`src/hdl/plc_pkg.sv`:
```
// Purpose: Shared constants for the PLL lock detector and configuration block.
// Assumes: One system clock at 10 MHz; register port with one-cycle read latency.
// Notes:   Offsets are word indices on the plain register port.
package plc_pkg;

  // ---------------------------------------------------------------------------
  // Register map (word indices)
  // ---------------------------------------------------------------------------
  localparam logic [3:0] ADDR_CTRL    = 4'h0;
  localparam logic [3:0] ADDR_FILTER  = 4'h1;
  localparam logic [3:0] ADDR_PREDIV  = 4'h2;
  localparam logic [3:0] ADDR_FBDIV   = 4'h3;
  localparam logic [3:0] ADDR_OUTDIV0 = 4'h4;
  localparam logic [3:0] ADDR_STATUS  = 4'h9;
  localparam logic [3:0] ADDR_INT_ST  = 4'ha;
  localparam logic [3:0] ADDR_INT_EN  = 4'hb;
  localparam logic [3:0] ADDR_INT_CLR = 4'hc;
  localparam int         NUM_OUTDIV   = 5;

  // ---------------------------------------------------------------------------
  // Field positions
  // ---------------------------------------------------------------------------
  localparam int CTRL_MODE_BIT   = 0;
  localparam int CTRL_BYPASS_BIT = 1;
  localparam int CTRL_COARSE_BIT = 2;
  localparam int CTRL_QUAL_LSB   = 8;
  localparam int FILT_ICP_LSB    = 0;
  localparam int FILT_RES_LSB    = 4;
  localparam int INT_LOCK_BIT    = 0;
  localparam int INT_LOSS_BIT    = 1;
  localparam int INT_BADCFG_BIT  = 2;

  // ---------------------------------------------------------------------------
  // Ranges and reset values
  // ---------------------------------------------------------------------------
  localparam logic [3:0] ICP_CODES     = 4'he;
  localparam logic [2:0] RES_CODES     = 3'h6;
  localparam logic [5:0] DIV_MIN       = 6'h01;
  localparam logic [5:0] DIV_MAX       = 6'h20;
  localparam logic [6:0] VDIV_MIN      = 7'h02;
  localparam logic [6:0] VDIV_MAX      = 7'h40;
  localparam logic [8:0] QUAL_MIN      = 9'h010;
  localparam logic [8:0] QUAL_MAX      = 9'h100;
  localparam logic [8:0] QUAL_RST      = 9'h010;
  localparam logic [5:0] DIV_RST       = 6'h01;
  localparam logic [6:0] VDIV_RST      = 7'h02;
  localparam logic [3:0] ICP_RST       = 4'h0;
  localparam logic [2:0] RES_RST       = 3'h0;

  // Reference watchdog: system cycles without a divided reference edge.
  localparam int         REF_TIMEOUT_NS = 1000;
  localparam int         CLK_PERIOD_NS  = 100;
  localparam logic [7:0] REF_TIMEOUT_CYC = 8'(REF_TIMEOUT_NS / CLK_PERIOD_NS);

  typedef enum logic [1:0] {
    PLC_UNLOCKED = 2'b00,
    PLC_QUALIFY  = 2'b01,
    PLC_LOCKED   = 2'b10
  } plc_state_t;

endpackage : plc_pkg

```
`src/hdl/plc_edge_sync.sv`:
```
// Purpose: Two-stage synchroniser and rising-edge detector for a divided clock.
// Assumes: Input is asynchronous to clk_sys and slower than half its rate.
// Notes:   The first stage feeds only the second stage.
`timescale 1ns/1ps
module plc_edge_sync
  import plc_pkg::*;
(
  input  wire logic clk_sys,
  input  wire logic resetn,
  input  wire logic clk_en,
  input  wire logic async_in,
  output logic      rise
);

  logic meta;
  logic sync;
  logic prev;

  // Edges alone are reported, so the duty cycle of the input never matters.
  assign rise = sync & ~prev;

  // Synchroniser and history stage.
  always_ff @(posedge clk_sys or negedge resetn) begin
    if (!resetn) begin
      meta <= 1'b0;
      sync <= 1'b0;
      prev <= 1'b0;
    end else if (clk_en) begin
      meta <= async_in;
      sync <= meta;
      prev <= sync;
    end
  end

endmodule : plc_edge_sync

```
`src/hdl/plc_lock_ctrl.sv`:
```
// Purpose: Lock detector and divider / loop-filter configuration of a clock PLL.
// Assumes: Divided reference and feedback clocks arrive as pins, asynchronous.
// Notes:   Configuration outputs are registered; illegal writes are refused.
//
// Local design decisions: the register offsets and strobed register access.
`timescale 1ns/1ps
module plc_lock_ctrl
  import plc_pkg::*;
(
  input  wire logic        clk_sys,
  input  wire logic        resetn,
  input  wire logic        clk_en,
  input  wire logic        ref_div_in,
  input  wire logic        fbk_div_in,
  input  wire logic [3:0]  reg_addr,
  input  wire logic [31:0] reg_wdata,
  input  wire logic        reg_wr,
  input  wire logic        reg_rd,
  output logic [31:0]      reg_rdata,
  output logic             lock_n,
  output logic             irq,
  output logic             bypass,
  output logic             coarse_skew,
  output logic [3:0]       pump_current,
  output logic [2:0]       loop_res,
  output logic [5:0]       prediv_ratio,
  output logic [5:0]       fbdiv_ratio,
  output logic [34:0]      outdiv_ratio
);

  // ---------------------------------------------------------------------------
  // Configuration registers
  // ---------------------------------------------------------------------------
  logic       freq_mode;
  logic [8:0] qual_count;
  logic [6:0] outdiv [NUM_OUTDIV];
  logic [2:0] int_st;
  logic [2:0] int_en;

  // Write decode and legality checks.
  wire        wr_ctrl   = reg_wr & (reg_addr == ADDR_CTRL);
  wire        wr_filter = reg_wr & (reg_addr == ADDR_FILTER);
  wire        wr_prediv = reg_wr & (reg_addr == ADDR_PREDIV);
  wire        wr_fbdiv  = reg_wr & (reg_addr == ADDR_FBDIV);
  wire        wr_int_en = reg_wr & (reg_addr == ADDR_INT_EN);
  wire        wr_clr    = reg_wr & (reg_addr == ADDR_INT_CLR);
  wire [8:0]  wq        = reg_wdata[CTRL_QUAL_LSB +: 9];
  wire        q_ok      = (wq >= QUAL_MIN) && (wq <= QUAL_MAX);
  wire [3:0]  w_icp     = reg_wdata[FILT_ICP_LSB +: 4];
  wire [2:0]  w_res     = reg_wdata[FILT_RES_LSB +: 3];
  wire        f_ok      = (w_icp < ICP_CODES) && (w_res < RES_CODES);
  wire [5:0]  wdiv      = reg_wdata[5:0];
  wire        d_ok      = (reg_wdata[31:6] == 26'h0) && (wdiv >= DIV_MIN) && (wdiv <= DIV_MAX);
  wire [6:0]  wvdiv     = reg_wdata[6:0];
  wire        v_ok      = (reg_wdata[31:7] == 25'h0) && !wvdiv[0]
                          && (wvdiv >= VDIV_MIN) && (wvdiv <= VDIV_MAX);
  wire        bad_wr    = (wr_ctrl & ~q_ok) | (wr_filter & ~f_ok)
                          | ((wr_prediv | wr_fbdiv) & ~d_ok);

  // Control register: mode, passthrough, coarse skew and qualification count.
  always_ff @(posedge clk_sys or negedge resetn) begin
    if (!resetn) begin
      freq_mode   <= 1'b0;
      bypass      <= 1'b0;
      coarse_skew <= 1'b0;
      qual_count  <= QUAL_RST;
    end else if (clk_en && wr_ctrl && q_ok) begin
      freq_mode   <= reg_wdata[CTRL_MODE_BIT];
      bypass      <= reg_wdata[CTRL_BYPASS_BIT];
      coarse_skew <= reg_wdata[CTRL_COARSE_BIT];
      qual_count  <= wq;
    end
  end

  // Loop filter selection: code order follows rising current and resistance.
  always_ff @(posedge clk_sys or negedge resetn) begin
    if (!resetn) begin
      pump_current <= ICP_RST;
      loop_res     <= RES_RST;
    end else if (clk_en && wr_filter && f_ok) begin
      pump_current <= w_icp;
      loop_res     <= w_res;
    end
  end

  // Input prescaler and feedback divider ratios.
  always_ff @(posedge clk_sys or negedge resetn) begin
    if (!resetn) begin
      prediv_ratio <= DIV_RST;
      fbdiv_ratio  <= DIV_RST;
    end else if (clk_en && d_ok) begin
      if (wr_prediv) begin
        prediv_ratio <= wdiv;
      end
      if (wr_fbdiv) begin
        fbdiv_ratio <= wdiv;
      end
    end
  end

  // Five output dividers, each with its own address and check.
  logic [NUM_OUTDIV-1:0] bad_v;
  genvar g;
  generate
    for (g = 0; g < NUM_OUTDIV; g++) begin : g_vdiv
      wire wr_v = reg_wr & (reg_addr == ADDR_OUTDIV0 + 4'(g));
      assign bad_v[g] = wr_v & ~v_ok;
      assign outdiv_ratio[g*7 +: 7] = outdiv[g];
      always_ff @(posedge clk_sys or negedge resetn) begin
        if (!resetn) begin
          outdiv[g] <= VDIV_RST;
        end else if (clk_en && wr_v && v_ok) begin
          outdiv[g] <= wvdiv;
        end
      end
    end
  endgenerate

  // ---------------------------------------------------------------------------
  // Lock detection
  // ---------------------------------------------------------------------------
  logic       ref_rise;
  logic       fbk_rise;
  logic       ref_seen;
  logic       fbk_seen;
  logic [7:0] ref_idle;
  logic [8:0] qual_cnt;
  plc_state_t state;
  plc_state_t next_state;

  plc_edge_sync u_ref_sync (
    .clk_sys  (clk_sys),
    .resetn   (resetn),
    .clk_en   (clk_en),
    .async_in (ref_div_in),
    .rise     (ref_rise)
  );

  plc_edge_sync u_fbk_sync (
    .clk_sys  (clk_sys),
    .resetn   (resetn),
    .clk_en   (clk_en),
    .async_in (fbk_div_in),
    .rise     (fbk_rise)
  );

  // One detection cycle ends at each reference edge; a cycle is frequency
  // matched when exactly one feedback edge fell inside it.
  wire phase_match = ref_rise & fbk_rise;
  wire pd_end      = ref_rise;
  wire fbk_count1  = (fbk_seen & ~fbk_rise) | (~fbk_seen & fbk_rise);
  wire freq_match  = pd_end & fbk_count1;
  wire freq_miss   = (pd_end & ~fbk_count1) | (fbk_rise & fbk_seen & ~ref_rise);
  // The watchdog makes the phase detector drop lock when the reference stops.
  wire ref_lost    = (ref_idle == REF_TIMEOUT_CYC);
  // A phase miss is a lone edge on either side, or a silent reference.
  wire phase_miss  = (ref_rise ^ fbk_rise) | ref_lost;
  wire cond_lost   = bypass | (freq_mode ? freq_miss : phase_miss);
  wire qual_done   = (qual_cnt + 9'h001 >= qual_count);

  // Frequency mode has no watchdog; a stopped reference drops lock at the second feedback edge after the last reference edge.
  always_comb begin
    next_state = state;
    unique case (state)
      PLC_UNLOCKED: begin
        if (!bypass && !freq_mode && phase_match) begin
          next_state = PLC_LOCKED;
        end else if (!bypass && freq_mode && freq_match) begin
          next_state = PLC_QUALIFY;
        end
      end
      PLC_QUALIFY: begin
        if (cond_lost || !freq_mode) begin
          next_state = PLC_UNLOCKED;
        end else if (freq_match && qual_done) begin
          next_state = PLC_LOCKED;
        end
      end
      PLC_LOCKED: begin
        if (cond_lost) begin
          next_state = PLC_UNLOCKED;
        end
      end
      default: next_state = PLC_UNLOCKED;
    endcase
  end

  // Detector state, edge bookkeeping and qualification counter.
  always_ff @(posedge clk_sys or negedge resetn) begin
    if (!resetn) begin
      state    <= PLC_UNLOCKED;
      ref_seen <= 1'b0;
      fbk_seen <= 1'b0;
      ref_idle <= 8'h00;
      qual_cnt <= 9'h000;
    end else if (clk_en) begin
      state    <= next_state;
      ref_seen <= ref_seen | ref_rise;
      fbk_seen <= pd_end ? 1'b0 : (fbk_seen | fbk_rise);
      ref_idle <= (ref_rise || ref_lost) ? 8'h00 : ref_idle + 8'h01;
      if (next_state != PLC_QUALIFY) begin
        qual_cnt <= 9'h000;
      end else if (freq_match) begin
        qual_cnt <= qual_cnt + 9'h001;
      end
    end
  end

  // Pin is low only in the locked state.
  assign lock_n = (state != PLC_LOCKED);

  // ---------------------------------------------------------------------------
  // Interrupts
  // ---------------------------------------------------------------------------
  wire lock_gain = (state != PLC_LOCKED) & (next_state == PLC_LOCKED);
  wire lock_drop = (state == PLC_LOCKED) & (next_state != PLC_LOCKED);
  wire [2:0] int_set = {(bad_wr | (|bad_v)), lock_drop, lock_gain};

  // Set wins over a clear written in the same cycle.
  always_ff @(posedge clk_sys or negedge resetn) begin
    if (!resetn) begin
      int_st <= 3'h0;
      int_en <= 3'h0;
    end else if (clk_en) begin
      int_st <= (int_st & ~(wr_clr ? reg_wdata[2:0] : 3'h0)) | int_set;
      if (wr_int_en) begin
        int_en <= reg_wdata[2:0];
      end
    end
  end

  assign irq = |(int_st & int_en);

  // ---------------------------------------------------------------------------
  // Read port
  // ---------------------------------------------------------------------------
  wire [31:0] outdiv_sel = (reg_addr >= ADDR_OUTDIV0 && reg_addr < ADDR_OUTDIV0 + 4'(NUM_OUTDIV))
                           ? {25'h0, outdiv[3'(reg_addr - ADDR_OUTDIV0)]} : 32'h0;
  wire [31:0] rd_mux =
      (reg_addr == ADDR_CTRL)   ? {15'h0, qual_count, 5'h0, coarse_skew, bypass, freq_mode} :
      (reg_addr == ADDR_FILTER) ? {25'h0, loop_res, pump_current} :
      (reg_addr == ADDR_PREDIV) ? {26'h0, prediv_ratio} :
      (reg_addr == ADDR_FBDIV)  ? {26'h0, fbdiv_ratio} :
      (reg_addr == ADDR_STATUS) ? {20'h0, ref_seen, qual_cnt, state} :
      (reg_addr == ADDR_INT_ST) ? {29'h0, int_st} :
      (reg_addr == ADDR_INT_EN) ? {29'h0, int_en} :
      outdiv_sel;

  // Read data stand one cycle after an enabled strobe and read as zero after other enabled cycles; low clk_en holds them.
  always_ff @(posedge clk_sys or negedge resetn) begin
    if (!resetn) begin
      reg_rdata <= 32'h0;
    end else if (clk_en) begin
      reg_rdata <= reg_rd ? rd_mux : 32'h0;
    end
  end

endmodule : plc_lock_ctrl

```
`config.mk`:
```
export PLATFORM = sky130hd
export DESIGN_NAME = plc_lock_ctrl
export DESIGN_NICKNAME = d
export VERILOG_FILES = /design/src/hdl/plc_pkg.sv /design/src/hdl/plc_edge_sync.sv /design/src/hdl/plc_lock_ctrl.sv
export SDC_FILE = /design/constraint.sdc
export NUM_CORES = 1
export LEC_CHECK = 0
export ABC_AREA = 1
export BUFFER_PORTS_ARGS = -buffer_cell sky130_fd_sc_hd__buf_4
export CAP_MARGIN = 20
export CORE_UTILIZATION = 60
export CTS_BUF_LIST = sky130_fd_sc_hd__clkbuf_16
export DETAILED_ROUTE_END_ITERATION = 16
export GPL_TIMING_DRIVEN = 0
export PLACE_DENSITY = 0.95
export SLEW_MARGIN = 20
export SYNTH_ARGS = -nofsm -noshare
export SYNTH_HDL_FRONTEND = slang
export SYNTH_SLANG_ARGS = --single-unit
```
`constraint.sdc`:
```
create_clock -name clk_sys -period 5.5 [get_ports clk_sys]
set_clock_uncertainty 0.05 [all_clocks]
set_input_delay 0.55 -clock clk_sys [delete_from_list [all_inputs] [get_ports clk_sys]]
set_output_delay 0.55 -clock clk_sys [all_outputs]
set_load 0.05 [all_outputs]
```
After elaboration in Yosys (flattened, before gate mapping)

Cells that the tools add are included.

Register bits: 131
Input port bits: 43
Output and inout bits: 90
Word-level logic and storage cells: 185

Add/sub/neg operators: 3
Order comparisons: 12
Eq/ne operators: 19
Multiplexer cells: 24
Bitwise gates (word level): 56
Reductions and logical operators: 44

Operators by type and width:

| kind                                                                                | count |
|---|---|
| 12-bit two-way mux                                                                  | 4 |
| 7-bit two-way mux                                                                   | 5 |
| 17-bit two-way mux                                                                  | 2 |
| 1-bit bitwise AND                                                                   | 30 |
| 1-bit logical AND                                                                   | 28 |
| 26-bit zero test                                                                    | 1 |
| 25-bit zero test                                                                    | 1 |
| 7-bit binary-select mux with 3-bit select                                           | 1 |
| 4-bit equality test, second input constant                                          | 5 |
| 9-bit two-way mux                                                                   | 2 |
| 4-bit by 3-bit equality test with 1-bit output, second input constant               | 4 |
| 2-bit two-way mux                                                                   | 5 |
| 1-bit inverter                                                                      | 10 |
| 1-bit OR                                                                            | 10 |
| 9-bit by 1-bit adder with 9-bit output, second input constant                       | 1 |
| 9-bit by 5-bit greater-or-equal comparator with 1-bit output, second input constant | 1 |
| 9-bit greater-or-equal comparator                                                   | 1 |
| 9-bit less-or-equal comparator, second input constant                               | 1 |
| 8-bit by 1-bit adder with 8-bit output, second input constant                       | 1 |
| 4-bit by 2-bit equality test with 1-bit output, second input constant               | 2 |
| 8-bit by 4-bit equality test with 1-bit output, second input constant               | 1 |
| 4-bit < comparator, second input constant                                           | 2 |
| 8-bit two-way mux                                                                   | 1 |
| 2-bit AND reduction                                                                 | 4 |
| 28 further kinds                                                                    | 35 |

Longest topological paths before layout

Depth after elaboration: 16
Mapped depth: 18
Gate-level depth less buffers: 17

By module

Synthesis repeated with hierarchy kept, for this count alone.

Cell total of the unflattened synthesis: 809
Area total of the unflattened synthesis: 6222.2 um2

Modules (own cells, without submodules):

| module        | instances | cells each | area an instance (um2) | seq. area each (um2) |
|---|---|---|---|---|
| plc_lock_ctrl | 1         | 779        | 5982.0                 | 2762.6 |
| plc_edge_sync | 2         | 15         | 120.1                  | 75.1 |

Worst setup path after synthesis

No wires, ideal clock.

Kind: register -> register
Start: register qual_cnt[0]
End: register qual_cnt[7]
Library setup time: 127 ps
Arrival: 2376 ps
Setup slack: 2948 ps
Stages on the path, launching flop included: 16
Clock period less this slack: 2552 ps
Path through: dfrtp_1 -> ha_1 -> nand2_1 -> nor2_1 -> nand3_1 -> nor3_1 -> xor2_1 -> ha_1 -> a21o_1 -> nor2_1 -> nand4_1 -> nand2_1 -> nand3_1 -> nand2_2 -> buf_4 -> o21ai_0

Word-level cells in the longest chain between the ends: 9
Elaborated cells on any way between the ends: 11
Classes of those cells: add/sub (1); order compare (1); eq/ne (1); mux (5); reduce/logical (3)

Ends and longest elaborated chain:

| what                                       | RTL line                                   | RTL |
|---|---|---|
| from (decl)                                | plc_lock_ctrl.sv:127                       | `logic [8:0] qual_cnt;` |
| from (signal assigned)                     | plc_lock_ctrl.sv:204                       | `qual_cnt <= qual_cnt + 9'h001;` |
| 9-bit by 1-bit adder with 9-bit output (*) | plc_lock_ctrl.sv:159, plc_lock_ctrl.sv:204 |  |
| 9-bit greater-or-equal comparator          | plc_lock_ctrl.sv:159                       | `wire qual_done = (qual_cnt + 9'h001 >= qual_count);` |
| 1-bit logical AND                          | plc_lock_ctrl.sv:175                       | `end else if (freq_match && qual_done) begin` |
| 2-bit two-way mux                          | plc_lock_ctrl.sv:175                       |  |
| 2-bit two-way mux                          | plc_lock_ctrl.sv:173                       | `if (cond_lost \|\| !freq_mode) begin` |
| 2-bit one-hot mux with 3 select lines      | plc_lock_ctrl.sv:164                       | `unique case (state)` |
| 2-bit by 1-bit != test with 1-bit output   | plc_lock_ctrl.sv:201                       | `if (next_state != PLC_QUALIFY) begin` |
| 2-bit nonzero test (no line)               | -                                          |  |
| 2-bit AND reduction (no line)              | -                                          |  |

Mark *: on every way between the ends. The rest lies on a longest branch, timed or not. The select of a mux whose other input is x is not followed.
A chain may end at the register's enable or synchronous reset.

Worst setup path in the final report

Start: register qual_cnt[0]
End: register qual_cnt[2]

The elaborated chain is that of the path after synthesis.

==> metrics.md <==
| Metric | Value |
|---|---|
| Status | `finished clean` |
| Drt initial violations | `570` |
| Total power density per cell area | `308 nW/um^2` |
| Net Switching | `715 uW` |
| Primary FF master, synth | `dfrtp_1` |
| # Max-Cap Violations | `0` |
| Rows | `37` |
| Buffers on Ports | `114` |
| Tmin final | `3.24 ns` |
| Maximum vdd drop | `0.000299 V` |
| # nets final | `1021` |
| Antenna Violating Nets Remaining | `0` |
| Final Cycle Share | `58.8%` |
| Unrepaired setup endpoints after global routing | `false` |
| Post-synthesis sequential area ratio | `45.2%` |
| Worst-path clk slew | `0.05 ns` |
| Worst-case clock buffer depth | `2` |
| Worst Tran Pin Value | `0.907 ns` |
| Final setup violation count | `0` |
| Worst setup margin | `2.26 ns` |
| Post-route DRC | `0` |
| P_int | `1.78 mW` |
| Clock insertion delay at the later pin of the skew report | `0.42 ns` |
| Yosys cell types | `48` |
| Post-synth EDFFs | `0` |
| Gpl congestion | `0.980` |
| Root Driver | `clkbuf_16` |
| Detailed-route wire length | `18.1 mm` |
| CP Capture Type | `flop` |
| Clock share of power | `45.1%` |
| Core footprint | `10400 sq um` |
| Pin count of the biggest net entering global routing | `117` |
| Starting Density | `62.2%` |
| H-Tree Depth | `4` |
| Slowest cell delay on critical path | `0.45 ns` |
| Ys async rst share | `100%` |
| Post-CTS Resized | `0` |
| Mean Syn Cell Area | `7.90 sq um` |
| Vias/cell | `5.67` |
| CP cell instances | `ha_1, nand2_1, nor2_1, nand3_1, nor3_1, xor2_1, ha_1, a21o_1, nor2_1, nand4_1, nand2_1, nand2_1, nand2_1, nand2_1, o21ai_0` |
| Die Area | `11200 sq um` |
| Max frequency | `0.309 GHz` |
| Final Hold Viols | `0` |
| Critical path type | `flop to flop` |
| Critical-path top delay cell | `dfrtp_1` |
| First-pass GRT wire length | `29.0 mm` |
| Area growth, synth to finish | `26.1%` |
| Hold-fix buffers, CTS | `0` |
| Comb pwr share | `16.2%` |
| CTS buffer count | `17` |
| Total congestion overflow | `0` |
| Share of cells above drive strength 1 | `25.0%` |
| ANT cells | `0` |
| Die width | `106 um` |
| Initial antenna violation count | `0` |
| GRT Resource Usage Total | `33.5%` |
| Worst endpoint required time | `5.77 ns` |
| Number of global-route vias before repair | `6085` |
| CP max FO | `10` |
| Wire per inst | `16.3 um` |
| Post-DP HPWL | `12.7 mm` |
| Startpoint Class | `flop` |
| Post-CTS Setup Inserts | `0` |
| Worst Hold Class | `input port to async pin` |
| First-pass DRT Iterations | `5` |
| Seq cells post-synth | `116` |
| Die Y | `106 um` |
| CP most frequent cell | `nand2_1` |
| Routed vias | `6306` |
| Slew margin rel. | `39.5%` |
| Leak | `4.25 nW` |
| Sequential power share | `38.6%` |
| Synthesis warning total | `0` |
| Clock sink count | `116` |
| CTS tree | `yes` |
| Max-slew violation count | `0` |
| Post-Syn Instances | `816` |
| Synthesized cell area | `6450 sq um` |
| Setup_tns | `0 ns` |
| Crit path DAT | `3.51 ns` |
| Ports | `133` |
| Placement Setup Slack | `2.51 ns` |
| Switching share of total power | `28.6%` |
| R2R setup slack | `2.26 ns` |
## cell type report
cell class                 instances  area [sq um]
buffer                            36           264
clock buffer                      17           425
clock inverter                    15           171
fill                             694          2240
inverter                         102           383
multi-input combinational        576          2940
sequential                       116          2910
tap                              136           170
timing repair buffer             114           862
## critical path, delay by kind of cell (launching register included)
family                     cells  cell delay (ns)
xor gates and xnor gates       1             0.23
DFF                            1             0.45
AOI/OAI and AO/OA              2             0.41
and+or+nand+nor               10             1.49
adders and majority gates      2             0.52
## cells by family after synthesis
kind of cell | after synthesis | synth area share, %
DFF | 116 | 45.2
other | 1 | 0.0582
xor gates and xnor gates | 6 | 0.815
adders and majority gates | 15 | 2.91
buffers and inverters | 138 | 10.0
and+or+nand+nor | 396 | 27.7
AOI/OAI and AO/OA | 144 | 13.3
## through the flow
stage          cells  util (%)  hold WS, ns  power [mW]  cell area (sq um)
6_report        1112      78.4        0.196        2.50               8130
5_1_grt         1112      78.4        0.285        2.58               8130
4_1_cts         1112      78.4        0.291        2.49               8130
3_5_place_dp    1080      72.6        0.403        1.37               7530
3_3_place_gp    1080      72.6        0.388        1.36               7530
2_1_floorplan    830         -        0.204        1.23               6500
## Yosys cell counts (all sizes together), types with 5 or more instances
master / n / area [sq um]
inv: 99 / 372
dfrtp: 108 / 2700
a21oi: 16 / 80.1
nand3: 30 / 155
dfstp: 8 / 210
a32o: 6 / 60.1
o21ai: 100 / 561
nand4: 15 / 131
nand2: 262 / 1000
ha: 15 / 188
or2: 6 / 37.5
o22ai: 8 / 50.1
nor3: 11 / 87.6
xor2: 5 / 43.8
buf: 32 / 249
nor2: 59 / 283
## power by group through the flow
stage | logic (mW) | clock network (mW) | registers, mW
floorplan | 0.208 | 0 | 1.02
CTS | 0.403 | 1.13 | 0.964
global route | 0.441 | 1.17 | 0.972
global placement | 0.382 | 0 | 0.974
finish | 0.406 | 1.13 | 0.966
detailed placement | 0.395 | 0 | 0.977
## final timing paths
kind                             start          endpoint  cells after the start
max                        qual_cnt[0]       qual_cnt[2]                     15
min                             resetn     qual_count[7]                      1
max reg2reg                qual_cnt[0]       qual_cnt[2]                     15
min reg2reg                ref_idle[5]       ref_idle[6]                      1
max in group asynchronous       resetn  outdiv_ratio[17]                      1
min in group clk_sys        fbk_div_in   u_fbk_sync.meta                      3
## routing by layer
| layer | global-route usage, % | vias to the layer above | routed length, um |
|---|---|---|---|
| met3 | 6.86 | 81 | 1700 |
| met5 | 0 | - | 0 |
| met4 | 17.4 | 0 | 756 |
| li1 | - | 2906 | - |
| met2 | 56.6 | 382 | 8810 |
| met1 | 40.6 | 2937 | 6820 |
## sequential cells by signal, summed over array words and instances (netlist names)
name,count
coarse_skew,1
u_ref_sync.meta,1
state,2
outdiv_ratio,35
qual_cnt,9
qual_count,9
int_en,3
u_fbk_sync.sync,1
u_ref_sync.sync,1
ref_idle,8
ref_seen,1
pump_current,4
u_ref_sync.prev,1
freq_mode,1
reg_rdata,17
u_fbk_sync.meta,1
fbk_seen,1
u_fbk_sync.prev,1
prediv_ratio,6
bypass,1
fbdiv_ratio,6
int_st,3
loop_res,3
## cells in the final DEF (no fill, tap or decap), types with 2 or more instances in the layout
cell type  instances
buf_4            132
clkbuf_1           4
o21ai_2           16
o22ai_1            8
nor2_1            46
o21ai_1           26
nand4_2            6
nand3_1           29
buf_2              4
nor3b_1            4
nor4_1             4
nand3b_1           4
clkinv_2           4
inv_1             90
nand2_2            7
nor2_2             9
inv_2             12
nand4_1            9
o211ai_1           3
a21oi_1           16
conb_1            15
bufinv_16          4
buf_6              7
nor3_4             2
clkbuf_16         17
ha_1              15
nor3_1             7
dfrtp_1          108
or2_2              6
buf_1              2
a32o_1             6
o21ai_0           58
nor3_2             2
xor2_1             5
nor2_4             3
dfstp_2            8
nand2_1          255
clkinv_1           6
o31ai_1            3
Power figures use the tool's default switching activity.
